--- config.mk ---
export PLATFORM = sky130hd
export DESIGN_NAME = mrbl_bank
export DESIGN_NICKNAME = d
export VERILOG_FILES = /design/src/mrbl_pkg.sv /design/src/mrbl_bank.sv
export SDC_FILE = /design/constraint.sdc
export NUM_CORES = 1
export LEC_CHECK = 0
export CAP_MARGIN = 20
export CORE_ASPECT_RATIO = 0.9
export CORE_MARGIN = 4
export CORE_UTILIZATION = 45
export DETAILED_ROUTE_END_ITERATION = 8
export DONT_BUFFER_PORTS = 1
export MAX_ROUTING_LAYER = met4
export SLEW_MARGIN = 0
export SYNTH_ARGS = -nofsm -noshare
export SYNTH_HDL_FRONTEND = slang
export SYNTH_SLANG_ARGS = --single-unit
--- constraint.sdc ---
create_clock -name clk -period 7 [get_ports clk]
set_clock_uncertainty 0.05 [all_clocks]
set_input_delay 0.35 -clock clk [delete_from_list [all_inputs] [get_ports clk]]
set_output_delay 0.35 -clock clk [all_outputs]
set_load 0.02 [all_outputs]
--- src/mrbl_pkg.sv ---
// Constants and carrier types for the low metering register bank.
// Assumes the bank runs on one device clock and that all users
// refer to these names through mrbl_pkg:: with no import.
package mrbl_pkg;

  ////////////////////////////////////////////////////////////////////////
  // Register addresses, as carried in the five low bits of a command.
  localparam logic [4:0] ADDR_WAVEFORM  = 5'h01; // Sampled waveform.
  localparam logic [4:0] ADDR_AE_ACCUM  = 5'h02; // Active energy.
  localparam logic [4:0] ADDR_AE_RCLR   = 5'h03; // Active, read-clear.
  localparam logic [4:0] ADDR_AE_LINE   = 5'h04; // Active, line cycle.
  localparam logic [4:0] ADDR_VA_ACCUM  = 5'h05; // Apparent energy.
  localparam logic [4:0] ADDR_VA_RCLR   = 5'h06; // Apparent, read-clear.
  localparam logic [4:0] ADDR_VA_LINE   = 5'h07; // Apparent, line cycle.
  localparam logic [4:0] ADDR_VAR_LINE  = 5'h08; // Reactive, line cycle.
  localparam logic [4:0] ADDR_MODE      = 5'h09; // Operating mode.
  localparam logic [4:0] ADDR_IRQ_MASK  = 5'h0A; // Interrupt enables.
  localparam logic [4:0] ADDR_FLAGS     = 5'h0B; // Interrupt flags.
  localparam logic [4:0] ADDR_FLAGS_RC  = 5'h0C; // Flags, read-clear.
  localparam logic [4:0] ADDR_CUR_OFS   = 5'h0D; // Current offset.
  localparam logic [4:0] ADDR_VOLT_OFS  = 5'h0E; // Voltage offset.
  localparam logic [4:0] ADDR_GAIN      = 5'h0F; // Amplifier gain.

  ////////////////////////////////////////////////////////////////////////
  // Reset values.
  localparam logic [15:0] MODE_RST      = 16'h000C;
  localparam logic [15:0] IRQ_MASK_RST  = 16'h0040;
  localparam logic [15:0] FLAGS_RST     = 16'h0000;
  localparam logic [23:0] ENERGY_RST    = 24'h000000;
  localparam logic [7:0]  BYTE_RST      = 8'h00;

  ////////////////////////////////////////////////////////////////////////
  // Field positions.
  localparam int          CMD_WRITE_BIT = 7;     // One means write.
  localparam int          WSRC_HI       = 14;    // Waveform source, high.
  localparam int          WSRC_LO       = 13;    // Waveform source, low.
  localparam logic [1:0]  WSRC_CH1      = 2'h2;  // Current channel.
  localparam logic [1:0]  WSRC_CH2      = 2'h3;  // Voltage channel.
  localparam int          OFS_MSB       = 5;     // Offset value 5..0.
  localparam int          INTEG_BIT     = 7;     // Integrator enable.

  ////////////////////////////////////////////////////////////////////////
  // Carrier types.
  typedef struct packed {
    logic [23:0] active;   // Instantaneous active power.
    logic [23:0] apparent; // Instantaneous apparent power.
    logic [23:0] reactive; // Instantaneous reactive power.
  } mrbl_power_s;

  typedef struct packed {
    logic [23:0] ch1;      // Current channel sample.
    logic [15:0] ch2;      // Voltage channel sample.
  } mrbl_wave_s;

  // Serial engine states, one-hot.
  typedef enum logic [2:0] {
    ST_CMD = 3'b001,
    ST_RD  = 3'b010,
    ST_WR  = 3'b100
  } mrbl_state_e;

endpackage : mrbl_pkg

--- src/mrbl_bank.sv ---
// Low register bank of an energy meter with its serial command port.
// Assumes the serial pins come from a host in another clock domain and
// that power, waveform, half-cycle and event inputs are on clk.
//
// What this block does
// - Read-only waveform register from selected source
// - Mode bits 14:13 choose waveform source; length fixed at 24 bits
// - Active power integrates into read-only accumulator
// - Address 03h mirrors active energy, clears after read
// - Apparent power integrates into read-only accumulator
// - Address 06h mirrors apparent energy, clears after read
// - Line active energy over programmed half cycles
// - Line apparent, reactive energy over half cycles
// - Mode register resets 000Ch, writable, always readable
// - Disabled interrupt still flags, keeps request inactive
// - Read-only status holds one flag per source
// - Reading 0Ch returns flags then clears all
// - Current offset bits 5:0 used, bit 6 ignored
// - Current offset MSB enables integrator, resets zero
// - Voltage offset bits 5:0 used, 7:6 ignored
// - Writable gain register selects both channel gains
// - Command byte: top bit write, low five address
// - Data MSB byte first, right-justified, up to three
// - Read snapshots whole register into serial port
`timescale 1ns/1ns
module mrbl_bank (
  input  wire logic                 clk,
  input  wire logic                 rst_n,
  input  wire logic                 sclk,
  input  wire logic                 din,
  input  wire logic                 cs_n,
  output logic                      dout_o,
  output logic                      dout_oe,
  output logic                      irq_n_o,
  output logic                      irq_n_oe,
  input  wire mrbl_pkg::mrbl_power_s power,
  input  wire logic                 power_valid,
  input  wire mrbl_pkg::mrbl_wave_s wave,
  input  wire logic                 wave_valid,
  input  wire logic                 half_cycle,
  input  wire logic [14:0]          half_cycle_count_setting,
  input  wire logic [15:0]          events,
  output logic [15:0]               mode,
  output logic                      integrator_en,
  output logic [5:0]                current_offset,
  output logic [5:0]                voltage_offset,
  output logic [7:0]                gain
);

  ////////////////////////////////////////////////////////////////////////
  // Register width in bits; used by the command decode for reads and
  // for the byte lane of writes.
  function automatic logic [4:0] reg_bits(input logic [4:0] a);
    if (a >= mrbl_pkg::ADDR_WAVEFORM && a <= mrbl_pkg::ADDR_VAR_LINE) begin
      reg_bits = 5'h18;
    end else if (a >= mrbl_pkg::ADDR_MODE &&
                 a <= mrbl_pkg::ADDR_FLAGS_RC) begin
      reg_bits = 5'h10;
    end else begin
      reg_bits = 5'h08;
    end
  endfunction : reg_bits

  ////////////////////////////////////////////////////////////////////////
  // Pin synchronisers. Stage 0 feeds only stage 1; edges are found
  // between stages 1 and 2 so a metastable value never reaches logic.
  logic [2:0] sclk_q;   // Serial clock pipeline.
  logic [1:0] din_q;    // Serial data pipeline.
  logic [2:0] cs_q;     // Chip select pipeline.

  always_ff @(posedge clk or negedge rst_n) begin
    if (!rst_n) begin
      sclk_q <= 3'h7; // Idle high: no false edge after reset.
      din_q  <= 2'h0;
      cs_q   <= 3'h7;
    end else begin
      sclk_q <= {sclk_q[1:0], sclk};
      din_q  <= {din_q[0], din};
      cs_q   <= {cs_q[1:0], cs_n};
    end
  end

  logic sclk_rise; // Rising edge seen on the serial clock.
  logic sclk_fall; // Falling edge seen on the serial clock.
  logic cs_idle;   // Chip select released.
  logic din_s;     // Synchronised serial data.
  assign sclk_rise = sclk_q[1] & ~sclk_q[2];
  assign sclk_fall = ~sclk_q[1] & sclk_q[2];
  assign cs_idle   = cs_q[1];
  assign din_s     = din_q[1];

  ////////////////////////////////////////////////////////////////////////
  // Register storage.
  logic [23:0] wave_r;                 // Sampled waveform.
  logic [23:0] ae_r, ae_rc_r, va_r, va_rc_r;
  logic [23:0] line_acc_r [3];         // Running line-cycle sums.
  logic [23:0] line_r [3];             // Latched line-cycle results.
  logic [14:0] hc_cnt_r;               // Half cycles seen so far.
  logic [15:0] mode_r, mask_r, flags_r;
  logic [7:0]  cur_ofs_r, volt_ofs_r, gain_r;

  // Serial engine state.
  mrbl_pkg::mrbl_state_e state_r;
  logic [4:0]  bit_cnt_r;  // Bits moved in the current phase.
  logic [4:0]  nbits_r;    // Bits in the addressed register.
  logic [4:0]  addr_r;     // Addressed register.
  logic [23:0] shift_r;    // Serial shift register.
  logic        wr_en_r;    // One-cycle pulse: a data byte arrived.
  logic [1:0]  wr_lane_r;  // Byte lane of that byte.
  logic [7:0]  wr_byte_r;  // The byte itself.
  logic        rd_done_r;  // One-cycle pulse: a read completed.

  ////////////////////////////////////////////////////////////////////////
  // Read multiplexer, looked at only when a read command lands.
  logic [4:0]  cmd_addr;  // Address in the byte now completing.
  logic [23:0] rd_mux;    // Value of that register.
  assign cmd_addr = {shift_r[3:0], din_s};

  always_comb begin
    unique case (cmd_addr)
      mrbl_pkg::ADDR_WAVEFORM: rd_mux = wave_r;
      mrbl_pkg::ADDR_AE_ACCUM: rd_mux = ae_r;
      mrbl_pkg::ADDR_AE_RCLR:  rd_mux = ae_rc_r;
      mrbl_pkg::ADDR_AE_LINE:  rd_mux = line_r[0];
      mrbl_pkg::ADDR_VA_ACCUM: rd_mux = va_r;
      mrbl_pkg::ADDR_VA_RCLR:  rd_mux = va_rc_r;
      mrbl_pkg::ADDR_VA_LINE:  rd_mux = line_r[1];
      mrbl_pkg::ADDR_VAR_LINE: rd_mux = line_r[2];
      mrbl_pkg::ADDR_MODE:     rd_mux = {8'h00, mode_r};
      mrbl_pkg::ADDR_IRQ_MASK: rd_mux = {8'h00, mask_r};
      mrbl_pkg::ADDR_FLAGS,
      mrbl_pkg::ADDR_FLAGS_RC: rd_mux = {8'h00, flags_r};
      mrbl_pkg::ADDR_CUR_OFS:  rd_mux = {16'h0000, cur_ofs_r};
      mrbl_pkg::ADDR_VOLT_OFS: rd_mux = {16'h0000, volt_ofs_r};
      mrbl_pkg::ADDR_GAIN:     rd_mux = {16'h0000, gain_r};
      default:                 rd_mux = 24'h000000;
    endcase
  end

  ////////////////////////////////////////////////////////////////////////
  // Serial engine. Data enters on falling and leaves on rising serial
  // clock edges; chip select high aborts and returns to command mode.
  always_ff @(posedge clk or negedge rst_n) begin
    if (!rst_n) begin
      state_r   <= mrbl_pkg::ST_CMD;
      bit_cnt_r <= 5'h00;
      nbits_r   <= 5'h08;
      addr_r    <= 5'h00;
      shift_r   <= 24'h000000;
      dout_o    <= 1'b0;
      dout_oe   <= 1'b0;
      wr_en_r   <= 1'b0;
      wr_lane_r <= 2'h0;
      wr_byte_r <= 8'h00;
      rd_done_r <= 1'b0;
    end else begin
      wr_en_r   <= 1'b0;
      rd_done_r <= 1'b0;
      if (cs_idle) begin
        // An aborted byte is never handed to the registers.
        state_r   <= mrbl_pkg::ST_CMD;
        bit_cnt_r <= 5'h00;
        dout_oe   <= 1'b0;
      end else begin
        unique case (state_r)
          mrbl_pkg::ST_CMD: begin
            if (sclk_fall) begin
              shift_r   <= {shift_r[22:0], din_s};
              bit_cnt_r <= bit_cnt_r + 5'h01;
              if (bit_cnt_r == 5'h07) begin
                addr_r    <= cmd_addr;
                nbits_r   <= reg_bits(cmd_addr);
                bit_cnt_r <= 5'h00;
                if (shift_r[mrbl_pkg::CMD_WRITE_BIT - 1]) begin
                  state_r <= mrbl_pkg::ST_WR;
                end else begin
                  // Whole register caught at once, MSB aligned.
                  shift_r <= rd_mux << (5'h18 - reg_bits(cmd_addr));
                  state_r <= mrbl_pkg::ST_RD;
                end
              end
            end
          end
          mrbl_pkg::ST_RD: begin
            if (sclk_rise && bit_cnt_r != nbits_r) begin
              dout_oe   <= 1'b1;
              dout_o    <= shift_r[23];
              shift_r   <= {shift_r[22:0], 1'b0};
              bit_cnt_r <= bit_cnt_r + 5'h01;
            end else if (sclk_fall && bit_cnt_r == nbits_r) begin
              // Last bit has been sampled by the host.
              dout_oe   <= 1'b0;
              rd_done_r <= 1'b1;
              bit_cnt_r <= 5'h00;
              state_r   <= mrbl_pkg::ST_CMD;
            end
          end
          mrbl_pkg::ST_WR: begin
            if (sclk_fall) begin
              shift_r   <= {shift_r[22:0], din_s};
              bit_cnt_r <= bit_cnt_r + 5'h01;
              if (bit_cnt_r[2:0] == 3'h7) begin
                // Most significant byte arrives first.
                wr_en_r   <= 1'b1;
                wr_byte_r <= {shift_r[6:0], din_s};
                wr_lane_r <= 2'((nbits_r - bit_cnt_r - 5'h01) >> 3);
              end
              if (bit_cnt_r == nbits_r - 5'h01) begin
                bit_cnt_r <= 5'h00;
                state_r   <= mrbl_pkg::ST_CMD;
              end
            end
          end
          default: begin
            state_r <= mrbl_pkg::ST_CMD;
          end
        endcase
      end
    end
  end

  ////////////////////////////////////////////////////////////////////////
  // Byte write decode. Lanes above a register's width fall off the
  // top, so unused high bits of the first byte are ignored.
  logic [23:0] wr_mask; // Bits touched by this byte.
  logic [23:0] wr_data; // The byte copied into every lane.
  assign wr_mask = wr_en_r ? (24'h0000FF << {wr_lane_r, 3'h0}) : 24'h000000;
  assign wr_data = {3{wr_byte_r}};

  logic wr_mode, wr_mask_reg, wr_cur, wr_volt, wr_gain;
  assign wr_mode     = addr_r == mrbl_pkg::ADDR_MODE;
  assign wr_mask_reg = addr_r == mrbl_pkg::ADDR_IRQ_MASK;
  assign wr_cur      = addr_r == mrbl_pkg::ADDR_CUR_OFS;
  assign wr_volt     = addr_r == mrbl_pkg::ADDR_VOLT_OFS;
  assign wr_gain     = addr_r == mrbl_pkg::ADDR_GAIN;

  // Writable registers. Only these five addresses decode a write, so
  // read-only storage is never written by the serial port.
  always_ff @(posedge clk or negedge rst_n) begin
    if (!rst_n) begin
      mode_r     <= mrbl_pkg::MODE_RST;
      mask_r     <= mrbl_pkg::IRQ_MASK_RST;
      cur_ofs_r  <= mrbl_pkg::BYTE_RST;
      volt_ofs_r <= mrbl_pkg::BYTE_RST;
      gain_r     <= mrbl_pkg::BYTE_RST;
    end else begin
      if (wr_mode) begin
        mode_r <= (mode_r & ~wr_mask[15:0])
                  | (wr_data[15:0] & wr_mask[15:0]);
      end
      if (wr_mask_reg) begin
        mask_r <= (mask_r & ~wr_mask[15:0]) | (wr_data[15:0] & wr_mask[15:0]);
      end
      if (wr_cur && wr_mask[0]) begin
        cur_ofs_r <= wr_byte_r & 8'hBF;
      end
      if (wr_volt && wr_mask[0]) begin
        volt_ofs_r <= wr_byte_r & 8'h3F;
      end
      if (wr_gain && wr_mask[0]) begin
        gain_r <= wr_byte_r;
      end
    end
  end

  assign mode           = mode_r;
  assign integrator_en  = cur_ofs_r[mrbl_pkg::INTEG_BIT];
  assign current_offset = cur_ofs_r[mrbl_pkg::OFS_MSB:0];
  assign voltage_offset = volt_ofs_r[mrbl_pkg::OFS_MSB:0];
  assign gain           = gain_r;

  ////////////////////////////////////////////////////////////////////////
  // Waveform capture. The voltage sample is 16 bits and is sign
  // extended; the others fill all 24 bits.
  logic [1:0] wsrc; // Selected source.
  assign wsrc = mode_r[mrbl_pkg::WSRC_HI:mrbl_pkg::WSRC_LO];

  always_ff @(posedge clk or negedge rst_n) begin
    if (!rst_n) begin
      wave_r <= mrbl_pkg::ENERGY_RST;
    end else if (wsrc == mrbl_pkg::WSRC_CH1 && wave_valid) begin
      wave_r <= wave.ch1;
    end else if (wsrc == mrbl_pkg::WSRC_CH2 && wave_valid) begin
      wave_r <= {{8{wave.ch2[15]}}, wave.ch2};
    end else if (!wsrc[1] && power_valid) begin
      wave_r <= power.active;
    end
  end

  ////////////////////////////////////////////////////////////////////////
  // Free-running energy. A completed read of a read-clear copy zeroes
  // it, but a power sample in that same cycle is kept, not lost.
  logic clr_ae, clr_va, clr_flags;
  assign clr_ae    = rd_done_r && addr_r == mrbl_pkg::ADDR_AE_RCLR;
  assign clr_va    = rd_done_r && addr_r == mrbl_pkg::ADDR_VA_RCLR;
  assign clr_flags = rd_done_r && addr_r == mrbl_pkg::ADDR_FLAGS_RC;

  always_ff @(posedge clk or negedge rst_n) begin
    if (!rst_n) begin
      ae_r    <= mrbl_pkg::ENERGY_RST;
      ae_rc_r <= mrbl_pkg::ENERGY_RST;
      va_r    <= mrbl_pkg::ENERGY_RST;
      va_rc_r <= mrbl_pkg::ENERGY_RST;
    end else begin
      if (power_valid) begin
        ae_r <= ae_r + power.active;
        va_r <= va_r + power.apparent;
      end
      ae_rc_r <= (clr_ae ? 24'h000000 : ae_rc_r)
                 + (power_valid ? power.active : 24'h000000);
      va_rc_r <= (clr_va ? 24'h000000 : va_rc_r)
                 + (power_valid ? power.apparent : 24'h000000);
    end
  end

  ////////////////////////////////////////////////////////////////////////
  // Line-cycle energy. After the set count of half cycles the sums are
  // latched and restart; a zero setting latches every half cycle.
  logic        line_end;   // This half cycle closes the window.
  logic [23:0] line_in [3]; // Power terms in struct order.
  assign line_end   = half_cycle &&
                      (hc_cnt_r + 15'h0001 >= half_cycle_count_setting);
  assign line_in[0] = power.active;
  assign line_in[1] = power.apparent;
  assign line_in[2] = power.reactive;

  always_ff @(posedge clk or negedge rst_n) begin
    if (!rst_n) begin
      hc_cnt_r <= 15'h0000;
    end else if (line_end) begin
      hc_cnt_r <= 15'h0000;
    end else if (half_cycle) begin
      hc_cnt_r <= hc_cnt_r + 15'h0001;
    end
  end

  for (genvar g = 0; g < 3; g++) begin : g_line
    logic [23:0] sum; // Running sum including this cycle's sample.
    assign sum = line_acc_r[g] + (power_valid ? line_in[g] : 24'h000000);
    always_ff @(posedge clk or negedge rst_n) begin
      if (!rst_n) begin
        line_acc_r[g] <= mrbl_pkg::ENERGY_RST;
        line_r[g]     <= mrbl_pkg::ENERGY_RST;
      end else if (line_end) begin
        line_acc_r[g] <= 24'h000000;
        line_r[g]     <= sum;
      end else begin
        line_acc_r[g] <= sum;
      end
    end
  end

  ////////////////////////////////////////////////////////////////////////
  // Interrupt flags. Events always set their flag, whatever the mask;
  // the read-clear copy clears them, and a new event wins.
  always_ff @(posedge clk or negedge rst_n) begin
    if (!rst_n) begin
      flags_r <= mrbl_pkg::FLAGS_RST;
    end else begin
      flags_r <= (clr_flags ? 16'h0000 : flags_r) | events;
    end
  end

  // Open-drain request: the pin is pulled low only while an enabled
  // flag stands.
  assign irq_n_o  = 1'b0;
  assign irq_n_oe = |(flags_r & mask_r);
endmodule : mrbl_bank

=== Word level (Yosys, flattened, before mapping) ===
Index checks and enable logic that the tools add are counted.

* Input bits: 151
* Output and inout bits: 41
* Bits in registers: 411

* Shift operators: 2
* Eq/ne operators: 43
* $add $sub $neg: 13
* Reduce and logical (&&, ||, !) cells: 30
* Magnitude comparators: 5
* Bitwise operators: 13
* Multiplexer cells: 58

{| class="wikitable"
|+ Operator list
! cell !! number
|-
| 24-bit two-way mux || 16
|-
| 24-bit case mux with 14 select lines || 1
|-
| 24-bit adder || 7
|-
| 24-bit case mux with 3 select lines || 1
|-
| 5-bit by 4-bit equality test with 1-bit output, second input constant || 14
|-
| 5-bit two-way mux || 14
|-
| 16-bit AND || 4
|-
| 16-bit OR || 3
|-
| 16-bit two-way mux || 2
|-
| 5-bit by 3-bit equality test with 1-bit output, second input constant || 6
|-
| 15-bit two-way mux || 2
|-
| 3-bit two-way mux || 8
|-
| 24-bit by 5-bit left shift with 24-bit output || 1
|-
| 3-bit inequality test, second input constant || 6
|-
| 16-bit NOT || 1
|-
| 16-bit OR reduction || 1
|-
| 8-bit by 5-bit left shift with 16-bit output, first input constant || 1
|-
| 15-bit by 1-bit adder with 15-bit output, second input constant || 1
|-
| 5-bit by 2-bit equality test with 1-bit output, second input constant || 3
|-
| 15-bit greater-or-equal comparator || 1
|-
| 5-bit case mux with 3 select lines || 1
|-
| 1-bit logical AND || 14
|-
| 1-bit two-way mux || 12
|-
| 4-bit AND reduction || 3
|-
| other kinds (28) || 41
|}

=== Depth between registers and ports, before layout ===
* Depth in word-level cells: 15
* Depth in mapped cells: 17
* Depth with buffers taken out: 14

=== Least setup slack after synthesis ===
No wires, ideal clock.

* Path type: reg-to-reg
* Start point: register addr_r[4]
* End point: register ae_rc_r[23]
* Period minus slack after synthesis: 3.460 ns
* Required time: 6.825 ns
* Arrival time: 3.285 ns
* Setup slack: 3.540 ns
* Library setup time: 0.125 ns
* Stages on the path, launching flop included: 14
* Path through: dfrtp_1 > nand2b_1 > nor4_1 > clkbuf_1 > nor2b_1 > ha_1 > and3_1 > nand3_1 > or2_2 > o2111a_1 > or2_2 > o2111ai_1 > a21oi_1 > xnor2_1

* Cells in the longest elaborated chain, start to end: 4

{| class="wikitable"
|+ RTL lines
! element !! line !! RTL
|-
| from (decl) || mrbl_bank.sv:106 || <nowiki>logic [4:0] addr_r;</nowiki>
|-
| from (signal assigned) || mrbl_bank.sv:171 || <nowiki>addr_r <= cmd_addr;</nowiki>
|-
| 5-bit by 2-bit equality test with 1-bit output || mrbl_bank.sv:294 || <nowiki>assign clr_ae = rd_done_r && addr_r == mrbl_pkg::ADDR_AE_RCLR;</nowiki>
|-
| 1-bit logical AND || mrbl_bank.sv:294 ||
|-
| 24-bit two-way mux || mrbl_bank.sv:309 || <nowiki>ae_rc_r <= (clr_ae ? 24'h000000 : ae_rc_r)</nowiki>
|-
| 24-bit adder || mrbl_bank.sv:310 || <nowiki>+ (power_valid ? power.active : 24'h000000);</nowiki>
|-
| to (signal assigned) || mrbl_bank.sv:301 || <nowiki>ae_rc_r <= mrbl_pkg::ENERGY_RST;</nowiki>
|-
| to (signal assigned) || mrbl_bank.sv:309 ||
|-
| to (decl) || mrbl_bank.sv:95 || <nowiki>logic [23:0] ae_r, ae_rc_r, va_r, va_rc_r;</nowiki>
|}

No other way between the ends.
A chain may end at the register's enable or synchronous reset.

=== Worst setup path after layout ===
* Start point: register hc_cnt_r[0]
* End point: register line_acc_r[39] in the netlist's numbering

* Cells in the longest elaborated chain, start to end: 4

{| class="wikitable"
|+ RTL lines
! element !! line !! RTL
|-
| from (decl) || mrbl_bank.sv:98 || <nowiki>logic [14:0] hc_cnt_r;</nowiki>
|-
| from (signal assigned) || mrbl_bank.sv:333 || <nowiki>hc_cnt_r <= hc_cnt_r + 15'h0001;</nowiki>
|-
| 15-bit by 1-bit adder with 15-bit output || mrbl_bank.sv:322 || <nowiki>(hc_cnt_r + 15'h0001 >= half_cycle_count_setting);</nowiki>
|-
| 15-bit greater-or-equal comparator || mrbl_bank.sv:322 ||
|-
| 1-bit logical AND || mrbl_bank.sv:321 || <nowiki>assign line_end = half_cycle &&</nowiki>
|-
| 24-bit two-way mux || mrbl_bank.sv:344 || <nowiki>end else if (line_end) begin</nowiki>
|-
| to (signal, indexed assignment) || mrbl_bank.sv:342 || <nowiki>line_acc_r[g] <= mrbl_pkg::ENERGY_RST;</nowiki>
|-
| to (signal, indexed assignment) || mrbl_bank.sv:348 || <nowiki>line_acc_r[g] <= sum;</nowiki>
|-
| to (decl) || mrbl_bank.sv:96 || <nowiki>logic [23:0] line_acc_r [3];</nowiki>
|}

No other way between the ends.

==> impl_metrics.csv <==
group,metric,value,unit
status,status,"finished with violations",
status,violations,"negative hold slack",
synth,ys_seq_area_frac,0.397,
synth,ys_ff_latch,408,
routing,viasPerCell,6.08,
place,dp.cells,3429,
synth,ys.flop_type,"dfrtp_1",
pwr,ir_drop,0.227,mV
critical_path,worstSetupPathType,"flip-flop to flip-flop",
die,fp-row-count,82,
routing,vias,21700,
critical_path,cp.required,7.41,ns
synth,synth-async-reset-ratio,1.00,
die,initial_utilization,0.458,
die,chipWidth,260,um
global_routing,grt_max_degree,409,
die,io_pins,192,
global_routing,overflow,0,
sta,setup_viol,0,
clocking,cts_max_level,2,
finish,layout_common_cells,"dfrtp_1, nand2_1, nor2_1",
synth,yosys_warnings,0,
finish,syn_to_final_growth,11.0,%
finish,instances_no_fill,3566,
finish,layout-drive-gt1-share,0.0830,
synth,synth_edf_count,0,
synth,synth.avg_cell_area,9.28,um2
routing,wl_per_cell,23.5,um
pwr,sw_frac_of_total,0.406,
global_routing,grt_first_pass_wirelength,128000,um
sta,max_freq,232,MHz
critical_path,r2r_start,"hc_cnt_r[0]",
clocking,cts.repair.resized,0,
synth,synth_area,25800,um2
synth,synth_top_cell_by_area,"dfrtp_1",
finish,final_core_util,0.509,
place,portBuffers,0,
critical_path,rr_endpoint,"line_acc_r[39]",
pwr,switching_power,4.69,mW
sta,finalHoldViolations,406,
synth,synthCells,2777,
synth,synth_fp_nets,3117,
finish,final_common_cell,"dfrtp_1",
pwr,intPower,6.86,mW
critical_path,cp.arrival,4.72,ns
place,dp_hpwl,61500,um
critical_path,critPathCaptureType,"flip-flop",
sta,tns,0,ns
clocking,cts_buffer_depth,3,
routing,drc,0,
sta,rsz0062_at_grt,"no",
critical_path,reg2regPathDepth,13,
sta,fin_crit_sh,0.616,
clocking,insertion_delay,0.60,ns
flow_run,cap_viol_max_count,0,
clocking,hold_buffers,47,
die,die_h,235,um
finish,final_nets,3109,
clocking,root_buffer,"clkbuf_16",
global_routing,antenna_found_initial,3,
pwr,powerDensity,404,nW/um2
critical_path,r2r_slack,2.69,ns
global_routing,grt_use_total,0.275,
pwr,pwr-share-clk,0.240,
sta,period_needed,4.31,ns
sta,slew_headroom,0.111,
hold_path,hold_path.class,"input pin to async pin",
clocking,cts_sinks,408,
synth,synthTopCellsByArea,"dfrtp_1, ha_1, nand2_1",
clocking,cts_buffers,47,
sta,timing.final.ws_setup,2.69,ns
place,globalplace.congestion,0.974,
pwr,comb_power_share,0.441,
synth,synth.distinct_cells,92,
sta,worst_pin_slew,1.33,ns
routing,ant_nets,0,
critical_path,start_kind,"flip-flop",
sta,slew_violations,0,
routing,routed_wl,83900,um
clocking,cts_tree,"done",
clocking,path_clk_slew,0.06,ns
sta,holdWs,-0.591,ns
place,dp_worst_setup_slack,2.62,ns
pwr,p_seq_frac,0.319,
critical_path,path_max_fanout,40,
routing,drt_iter0_markers,2067,
global_routing,grt_pass1_vias,21200,
synth,yosysTopAreaCellShare,0.386,
routing,drt_first_pass_iters,6,
die,core-area,56200,um2
pwr,p_leak,12.7,nW
clocking,post_cts_buffers,0,
die,die_area,61200,um2
through the flow:
stage,hold WS [ns],total power [mW],cell area [um2]
CTS,-0.609,11.5,28600
global placement,0.0304,8.54,26400
finish,-0.591,11.5,28600
floorplan,0.00441,7.28,25800
global route,-0.596,12.3,28600
detailed placement,0.0330,8.68,26400
critical path, stage by stage, from the launching register on:
cell and delay, ns:
dfrtp_1 0.43, ha_1 0.25, nand3_1 0.15, nor2_1 0.28
and3_1 0.31, nand3_1 0.12, xnor2_1 0.16, ha_1 0.31
nand4_1 0.10, nor4_1 0.26, a21bo_2 0.29, a21oi_4 0.75
buf_4 0.57, nor3_1 0.11
layout make-up:
type                            count  area (um2)
Antenna cell                        3        7.51
Clock buffer                       60        1330
Clock inverter                     27         408
Fill cell                        5243       27600
Inverter                           69         259
Multi-Input combinational cell   2177       14800
Sequential cell                   408       10200
Tap cell                          756         946
Timing Repair Buffer               66         623
power groups by stage:
stage          Sequential, mW  Combinational, mW  Clock, mW
3_5_place_dp             3.71               4.96          0
2_1_floorplan            3.34               3.94          0
4_1_cts                  3.68               5.03       2.82
5_1_grt                  3.72               5.66       2.91
6_report                 3.68               5.10       2.77
3_3_place_gp             3.70               4.84          0
synthesized netlist by cell type, types with 22 or more instances:
library cell	instances
dfrtp_1	398
nand2_1	285
nor2_1	209
o21ai_0	199
ha_1	182
a21oi_1	151
xnor2_1	96
and2_1	89
mux2_2	84
clkbuf_1	76
a22oi_1	75
a21o_1	74
inv_1	68
nand3_1	61
nor2b_1	59
nor3_1	58
xor2_1	52
and3_1	35
buf_2	31
o21a_1	29
o21bai_1	27
o31ai_1	26
a211oi_1	23
or3_1	23
a222oi_1	22
nand2b_1	22
how the worst max path moves through the flow:
stage	start	to	slack (ns)	cells past startpoint
floorplan	addr_r[4]	ae_rc_r[23]	3.54	13
global placement	hc_cnt_r[0]	line_acc_r[39]	2.72	13
detailed placement	hc_cnt_r[0]	line_acc_r[68]	2.62	13
CTS	hc_cnt_r[0]	line_acc_r[39]	2.63	13
global route	hc_cnt_r[0]	line_r[0]	2.22	14
finish	hc_cnt_r[0]	line_acc_r[39]	2.69	13
kinds of logic after synthesis:
kind of cell             Yosys count  share of synthesized area
AO/OA/AOI/OAI                    815                      0.211
multiplexers                     105                     0.0449
other                              1                   0.000145
buffers and inverters            192                     0.0303
AND/OR/NAND/NOR                  919                      0.173
flip-flops                       408                      0.397
XOR/XNOR                         148                     0.0503
adder cells (fa/ha/maj)          189                     0.0938
per-layer routing:
metal / track usage / share of wire / wire [um] / up-vias
met4: 0.103 / 0.042 / 3530 / 0
met3: 0.0547 / 0.082 / 6880 / 144
met5: - / 0 / 0 / -
met1: 0.369 / 0.43 / 36300 / 10600
met2: 0.414 / 0.44 / 37200 / 826
li1: - / - / - / 10100
flip-flops by register name, summed over array words and instances, names as in the netlist, 5 cells and up, named ones only:
register and cells:
bit_cnt_r 5, shift_r 24, volt_ofs_r 6, line_acc_r 72, ae_rc_r 24, va_r 24
cur_ofs_r 7, flags_r 16, hc_cnt_r 15, wave_r 24, addr_r 5, gain 8
ae_r 24, line_r 72, wr_byte_r 8, va_rc_r 24
No activity file was read; power rests on OpenSTA's default activity.
